===== src/common/pllaux_regs.svh =====
// Purpose: Constants for the PLL and auxiliary output configuration fields
// Assumes: Byte-wide configuration writes, one field group per strobe
// Notes: Defaults apply at synchronous reset
`ifndef PLLAUX_REGS_SVH
`define PLLAUX_REGS_SVH
`define PLLAUX_PWR_DEFAULT 1'h0
`define PLLAUX_FMT_DEFAULT 1'h0
`define PLLAUX_OFS_EN_DEFAULT 1'h0
`define PLLAUX_OFS_DEFAULT 5'h00
`define PLLAUX_OFS_MAX 5'h1f
`define PLLAUX_CP_DEFAULT 5'h18
`define PLLAUX_AMP_DEFAULT 2'h0
`define PLLAUX_FMT_LVDS 1'h0
`define PLLAUX_FMT_LVPECL 1'h1
`define PLLAUX_AMP_250 2'h0
`define PLLAUX_AMP_500A 2'h1
`define PLLAUX_AMP_500B 2'h2
`define PLLAUX_AMP_750 2'h3
`define PLLAUX_SWING_OFF 2'h0
`define PLLAUX_SWING_250 2'h1
`define PLLAUX_SWING_500 2'h2
`define PLLAUX_SWING_750 2'h3
`define PLLAUX_UNIT_BASE 6'h01
`endif


===== src/common/pllaux_pkg.sv =====
// Purpose: Types for the PLL and auxiliary output configuration fields
// Assumes: Used together with pllaux_regs.svh
// Notes: Field groups travel as packed structs
package pllaux_pkg;
    typedef struct packed {
        logic power_up;
        logic format_sel;
        logic offset_enable;
        logic [4:0] offset_code;
    } pllaux_ctl_t;
    typedef struct packed {
        logic [1:0] amplitude_code;
        logic [4:0] pump_current_code;
    } pllaux_amp_t;
endpackage


===== src/rtl/pllaux_field.sv =====
// Purpose: One stored configuration field with reset default
// Assumes: Synchronous active-high reset
// Notes: Holds its value until the write enable is seen
`timescale 1ns/10ps
`default_nettype none
module pllaux_field #(
    parameter int W = 1,
    parameter logic [W-1:0] RST_VAL = '0
) (
    input wire logic ref_clk,
    input wire logic rst,
    input wire logic wr_en,
    input wire logic [W-1:0] wr_data,
    output logic [W-1:0] value
);
    logic [W-1:0] value_r;
    logic [W-1:0] value_nxt;

    always_comb
    begin
        value_nxt = value_r;
        if (wr_en)
        begin
            value_nxt = wr_data;
        end
    end

    always_ff @(posedge ref_clk)
    begin
        if (rst)
        begin
            value_r <= RST_VAL;
        end
        else
        begin
            value_r <= value_nxt;
        end
    end

    assign value = value_r;
endmodule // pllaux_field
`default_nettype wire


===== src/rtl/pllaux_cfg.sv =====
// Purpose: Configuration fields for first-stage PLL offset, second-stage
//   charge pump current and the auxiliary clock output
// Assumes: Write strobes and data synchronous to ref_clk
// Notes: Analog controls come straight from flip-flops
// Behaviour
// - Aux output powered only when power bit set
// - Format bit selects LVDS or LVPECL
// - Offset applied only while enable set
// - Offset code is unsigned 0.9 degree steps
// - Largest offset code 31, 27.9 degrees
// - Pump current 200uA times code plus one
// - Amplitude code maps to 250/500/750 mV
`timescale 1ns/10ps
`default_nettype none
`include "pllaux_regs.svh"
module pllaux_cfg
    import pllaux_pkg::*;
(
    input wire logic ref_clk,
    input wire logic rst,
    input wire logic ctl_wr,
    input wire pllaux_ctl_t ctl_wdata,
    input wire logic amp_wr,
    input wire pllaux_amp_t amp_wdata,
    output pllaux_ctl_t ctl_rdata,
    output pllaux_amp_t amp_rdata,
    output logic aux_out_enable,
    output logic aux_out_format_sel,
    output logic [1:0] aux_out_swing,
    output logic pll1_offset_enable,
    output logic [4:0] pll1_offset_applied,
    output logic [4:0] pll2_pump_current_code,
    output logic [5:0] pll2_pump_units
);
    localparam pllaux_ctl_t CTL_RST = '{`PLLAUX_PWR_DEFAULT,
        `PLLAUX_FMT_DEFAULT, `PLLAUX_OFS_EN_DEFAULT, `PLLAUX_OFS_DEFAULT};
    localparam pllaux_amp_t AMP_RST = '{`PLLAUX_AMP_DEFAULT,
        `PLLAUX_CP_DEFAULT};

    pllaux_ctl_t ctl_q;
    pllaux_amp_t amp_q;

    // Stored fields hold until the next write of their group
    pllaux_field #(.W(8), .RST_VAL(CTL_RST)) u_ctl (
        .ref_clk(ref_clk),
        .rst(rst),
        .wr_en(ctl_wr),
        .wr_data(ctl_wdata),
        .value(ctl_q)
    );

    pllaux_field #(.W(7), .RST_VAL(AMP_RST)) u_amp (
        .ref_clk(ref_clk),
        .rst(rst),
        .wr_en(amp_wr),
        .wr_data(amp_wdata),
        .value(amp_q)
    );

    // Read-back group: same register stage as the analog controls
    pllaux_ctl_t ctl_rdata_r;
    pllaux_ctl_t ctl_rdata_nxt;
    pllaux_amp_t amp_rdata_r;
    pllaux_amp_t amp_rdata_nxt;

    always_comb
    begin
        ctl_rdata_nxt = ctl_q;
        amp_rdata_nxt = amp_q;
    end

    always_ff @(posedge ref_clk)
    begin
        if (rst)
        begin
            ctl_rdata_r <= CTL_RST;
            amp_rdata_r <= AMP_RST;
        end
        else
        begin
            ctl_rdata_r <= ctl_rdata_nxt;
            amp_rdata_r <= amp_rdata_nxt;
        end
    end

    // Auxiliary output group
    logic aux_out_enable_r;
    logic aux_out_enable_nxt;
    logic aux_out_format_sel_r;
    logic aux_out_format_sel_nxt;
    logic [1:0] aux_out_swing_r;
    logic [1:0] aux_out_swing_nxt;

    always_comb
    begin
        aux_out_enable_nxt = ctl_q.power_up;
        aux_out_format_sel_nxt = ctl_q.format_sel;
        // Same swing map in either format
        case (amp_q.amplitude_code)
            `PLLAUX_AMP_250: aux_out_swing_nxt = `PLLAUX_SWING_250;
            `PLLAUX_AMP_500A: aux_out_swing_nxt = `PLLAUX_SWING_500;
            `PLLAUX_AMP_500B: aux_out_swing_nxt = `PLLAUX_SWING_500;
            `PLLAUX_AMP_750: aux_out_swing_nxt = `PLLAUX_SWING_750;
            default: aux_out_swing_nxt = `PLLAUX_SWING_250;
        endcase
        // Swing reads off while powered down; code kept for read-back
        if (!ctl_q.power_up)
        begin
            aux_out_swing_nxt = `PLLAUX_SWING_OFF;
        end
    end

    always_ff @(posedge ref_clk)
    begin
        if (rst)
        begin
            aux_out_enable_r <= `PLLAUX_PWR_DEFAULT;
            aux_out_format_sel_r <= `PLLAUX_FMT_LVDS;
            aux_out_swing_r <= `PLLAUX_SWING_OFF;
        end
        else
        begin
            aux_out_enable_r <= aux_out_enable_nxt;
            aux_out_format_sel_r <= aux_out_format_sel_nxt;
            aux_out_swing_r <= aux_out_swing_nxt;
        end
    end

    // First-stage offset group
    logic pll1_offset_enable_r;
    logic pll1_offset_enable_nxt;
    logic [4:0] pll1_offset_applied_r;
    logic [4:0] pll1_offset_applied_nxt;

    always_comb
    begin
        pll1_offset_enable_nxt = ctl_q.offset_enable;
        // Five-bit field cannot exceed the 27.9 degree maximum
        pll1_offset_applied_nxt = `PLLAUX_OFS_DEFAULT;
        if (ctl_q.offset_enable)
        begin
            pll1_offset_applied_nxt = ctl_q.offset_code;
        end
    end

    always_ff @(posedge ref_clk)
    begin
        if (rst)
        begin
            pll1_offset_enable_r <= `PLLAUX_OFS_EN_DEFAULT;
            pll1_offset_applied_r <= `PLLAUX_OFS_DEFAULT;
        end
        else
        begin
            pll1_offset_enable_r <= pll1_offset_enable_nxt;
            pll1_offset_applied_r <= pll1_offset_applied_nxt;
        end
    end

    // Second-stage charge pump group
    localparam logic [5:0] UNITS_RST = {1'h0, `PLLAUX_CP_DEFAULT}
        + `PLLAUX_UNIT_BASE;
    logic [4:0] pll2_pump_current_code_r;
    logic [4:0] pll2_pump_current_code_nxt;
    logic [5:0] pll2_pump_units_r;
    logic [5:0] pll2_pump_units_nxt;

    always_comb
    begin
        pll2_pump_current_code_nxt = amp_q.pump_current_code;
        // Unit count in 200 uA steps: code plus one, 1..32
        pll2_pump_units_nxt = {1'h0, amp_q.pump_current_code}
            + `PLLAUX_UNIT_BASE;
    end

    always_ff @(posedge ref_clk)
    begin
        if (rst)
        begin
            pll2_pump_current_code_r <= `PLLAUX_CP_DEFAULT;
            pll2_pump_units_r <= UNITS_RST;
        end
        else
        begin
            pll2_pump_current_code_r <= pll2_pump_current_code_nxt;
            pll2_pump_units_r <= pll2_pump_units_nxt;
        end
    end

    assign ctl_rdata = ctl_rdata_r;
    assign amp_rdata = amp_rdata_r;
    assign aux_out_enable = aux_out_enable_r;
    assign aux_out_format_sel = aux_out_format_sel_r;
    assign aux_out_swing = aux_out_swing_r;
    assign pll1_offset_enable = pll1_offset_enable_r;
    assign pll1_offset_applied = pll1_offset_applied_r;
    assign pll2_pump_current_code = pll2_pump_current_code_r;
    assign pll2_pump_units = pll2_pump_units_r;
endmodule // pllaux_cfg
`default_nettype wire


===== config.mk =====
export PLATFORM = sky130hd
export DESIGN_NAME = pllaux_cfg
export DESIGN_NICKNAME = d
export VERILOG_FILES = /design/src/common/pllaux_pkg.sv /design/src/rtl/pllaux_field.sv /design/src/rtl/pllaux_cfg.sv
export VERILOG_INCLUDE_DIRS = /design/src /design/src/common
export SDC_FILE = /design/constraint.sdc
export NUM_CORES = 1
export LEC_CHECK = 0
export ABC_AREA = 0
export BUFFER_PORTS_ARGS = -buffer_cell sky130_fd_sc_hd__clkbuf_2
export CORE_UTILIZATION = 50
export CTS_CLUSTER_SIZE = 24
export DETAILED_ROUTE_END_ITERATION = 6
export HOLD_SLACK_MARGIN = 0.03
export PLACE_DENSITY = 0.86
export SYNTH_ARGS = -nofsm -noshare
export SYNTH_HDL_FRONTEND = slang
export SYNTH_SLANG_ARGS = --single-unit

===== constraint.sdc =====
create_clock -name ref_clk -period 3.2 [get_ports ref_clk]
set_input_delay 0.64 -clock ref_clk [delete_from_list [all_inputs] [get_ports ref_clk]]
set_output_delay 0.64 -clock ref_clk [all_outputs]
set_load 0.03 [all_outputs]

==> summary.txt <==
FFs w/ async S/R, synth: 0
# resized after CTS: 0
Data arrival, critical path: 0.87 ns
first drt pass iteration count: 4
RSZ-0062 raised after global routing: no
Clock Skew: 0.00605 ns
Die ar.: 3030 um^2
Syn Area/Cell: 11.3 um^2
initial antenna violation count: 0
top cell type's share of synthesized area: 0.612
core box area: 2570 um^2
Final setup viols: 0
Pwr Density: 536 nW/um^2
Hold WC Path Type: flip-flop to flip-flop
Die Span X: 55.0 um
n_diodes: 0
Fin. Hold Viols: 0
Routability Congestion: 0.763
Setup TNS Final: 0 ns
synthesized flop and latch total: 43
final setup margin: 1.69 ns
Post-CTS Hold Fix Bufs: 0
cell row count: 18
area leader, netlist: dfxtp_1
clock transition at the registers of the reported paths: 0.11 ns
remaining global-route overflow: 0
multi-input logic area: 443 um^2
Post-synth top cells: dfxtp_1 (43), nor2_1 (19), mux2i_1 (13)
CP top delay family: flip-flops
CP Launch Type: flip-flop
post-route cell area: 1670 um^2
drt drc: 0
register area share after synthesis: 0.612
Routed Antenna Nets: 0
die span in y: 55.0 um
filler cell count: 217
Reg area: 861 um^2
Lkg Pwr: 0.833 nW
Initial DRC Count: 5
worst vdd ir: 0.000446 V
clock latency on the worst-skew pair: 0.32 ns
Post-Syn Nets: 146
Clock Tree Root: clkbuf_4
FMAX: 661 MHz
cell breakdown of the critical path: clkbuf_2
cell area after synthesis: 1410 um^2
status: complete, no violations
clk buf depth: 2
vias in the first global route: 871
WL/cell: 11.3 um
area grow syn2layout: 18.6%
Initial Util: 0.548
all-layer global routing usage: 0.166
main area contributors after synthesis: dfxtp_1 (61%), mux2i_1 (9.3%), nor2b_1 (5.3%)
critical path required time: 2.56 ns
pre-CTS setup slack: 1.46 ns
CTS tree: done
slowest stage delay, CP: 0.35 ns
top-count cell post-synth: dfxtp_1
part of the cycle the worst path needs: 0.473
CP max stage cell: dfxtp_1
via count: 936
Post-synth EDFFs: 0
number of port buffers: 54
Slew Viols, Final: 0
CTS Buf Count: 5
Tmin final: 1.51 ns
drt via density: 4.63
MaxCap Viol Count: 0
Core Util, Final: 0.650
total power: 894 uW
worst rel slew slack: 0.606
Worst-Margin Slew: 0.592 ns
first-pass GRT wire length: 3390 um
Critical Path Fanout Max: 2
CP Class: flip-flop to output port
H-tree Lvls: 2
Worst Path Buf+Inv: 1
top_reg_cell synth: dfxtp_1
library cells used by synthesis: 18
Placed Area: 1630 um^2
share of cells above drive strength 1: 0.360
CP endpoint kind: output port
largest net degree at the start of global routing: 35
Final Routed Wirelength: 2280 um
Ys Warns: 0
post-synthesis cell count: 125
num ports: 55
Post-DP HPWL: 1740 um
# clock sinks: 43
Post-CTS Setup Repair Bufs: 0
Final nets: 194
==> cell families (layout without fill, tap and decap cells) <==
| logic type | after synthesis | in the layout | synth area share |
|---|---|---|---|
| flip-flops | 43 | 43 | 0.612 |
| AO/OA/AOI/OAI | 2 | 2 | 0.0125 |
| XOR/XNOR | 1 | 1 | 0.00623 |
| buffers and inverters | 17 | 64 | 0.0729 |
| AND/OR/NAND/NOR | 45 | 45 | 0.170 |
| adder cells (fa/ha/maj) | 2 | 2 | 0.0178 |
| multiplexers | 15 | 15 | 0.109 |
==> worst paths after layout <==
path                       start                  to  slack [ns]  depth (start not counted)
hold / removal    u_amp.value[5]        amp_rdata[5]        0.47                          2
hold reg to reg   u_amp.value[5]        amp_rdata[5]        0.47                          2
setup / recovery  aux_out_enable      aux_out_enable        1.69                          1
setup reg to reg  u_amp.value[0]  pll2_pump_units[4]        2.04                          3
==> flip-flops by register name, summed over array words and instances, names as in the netlist <==
| signal | count |
|---|---|
| u_ctl.value | 8 |
| u_amp.value | 7 |
| pll2_pump_units | 6 |
| ctl_rdata | 5 |
| pll1_offset_applied | 5 |
| pll2_pump_current_code | 5 |
| amp_rdata | 2 |
| aux_out_swing | 2 |
| aux_out_enable | 1 |
| aux_out_format_sel | 1 |
| pll1_offset_enable | 1 |
==> stage by stage <==
stage,hold slack [ns],std cells
global route,0.478,202
CTS,0.476,202
detailed placement,0.455,196
finish,0.472,202
global placement,0.446,196
floorplan,0.433,125
==> where the power goes <==
part	total, mW	switching, mW	leakage, nW	internal [mW]
clock network	0.220	0.142	0.0242	0.0784
registers	0.572	0.0132	0.352	0.559
logic	0.102	0.0633	0.456	0.0389
total	0.894	0.218	0.833	0.676
==> cell usage in the layout (no fill, tap or decap), drive strengths merged <==
cell type,count
a211o,2
nor2,19
mux2,2
inv,4
ha,2
nand4,1
nand3,2
nand2b,4
mux2i,13
clkbuf,60
or2,2
xnor2,1
dfxtp,43
and2,5
nor2b,12
==> layer usage <==
layer | share of wire | vias to the layer above | GRT usage
met5 | 0 | - | 0
li1 | - | 481 | -
met4 | 0.013 | 0 | 0.0708
met1 | 0.39 | 421 | 0.160
met2 | 0.53 | 29 | 0.293
met3 | 0.062 | 5 | 0.0874
==> area by class of cell <==
class                   instances  share of cell area
well taps                      30              0.0225
inverters                       4             0.00900
repair buffers                 54               0.162
flip-flops and latches         43               0.516
multi-input cells              65               0.266
clock buffers                   6              0.0248
Note: power is estimated with default switching activity, not from simulation.
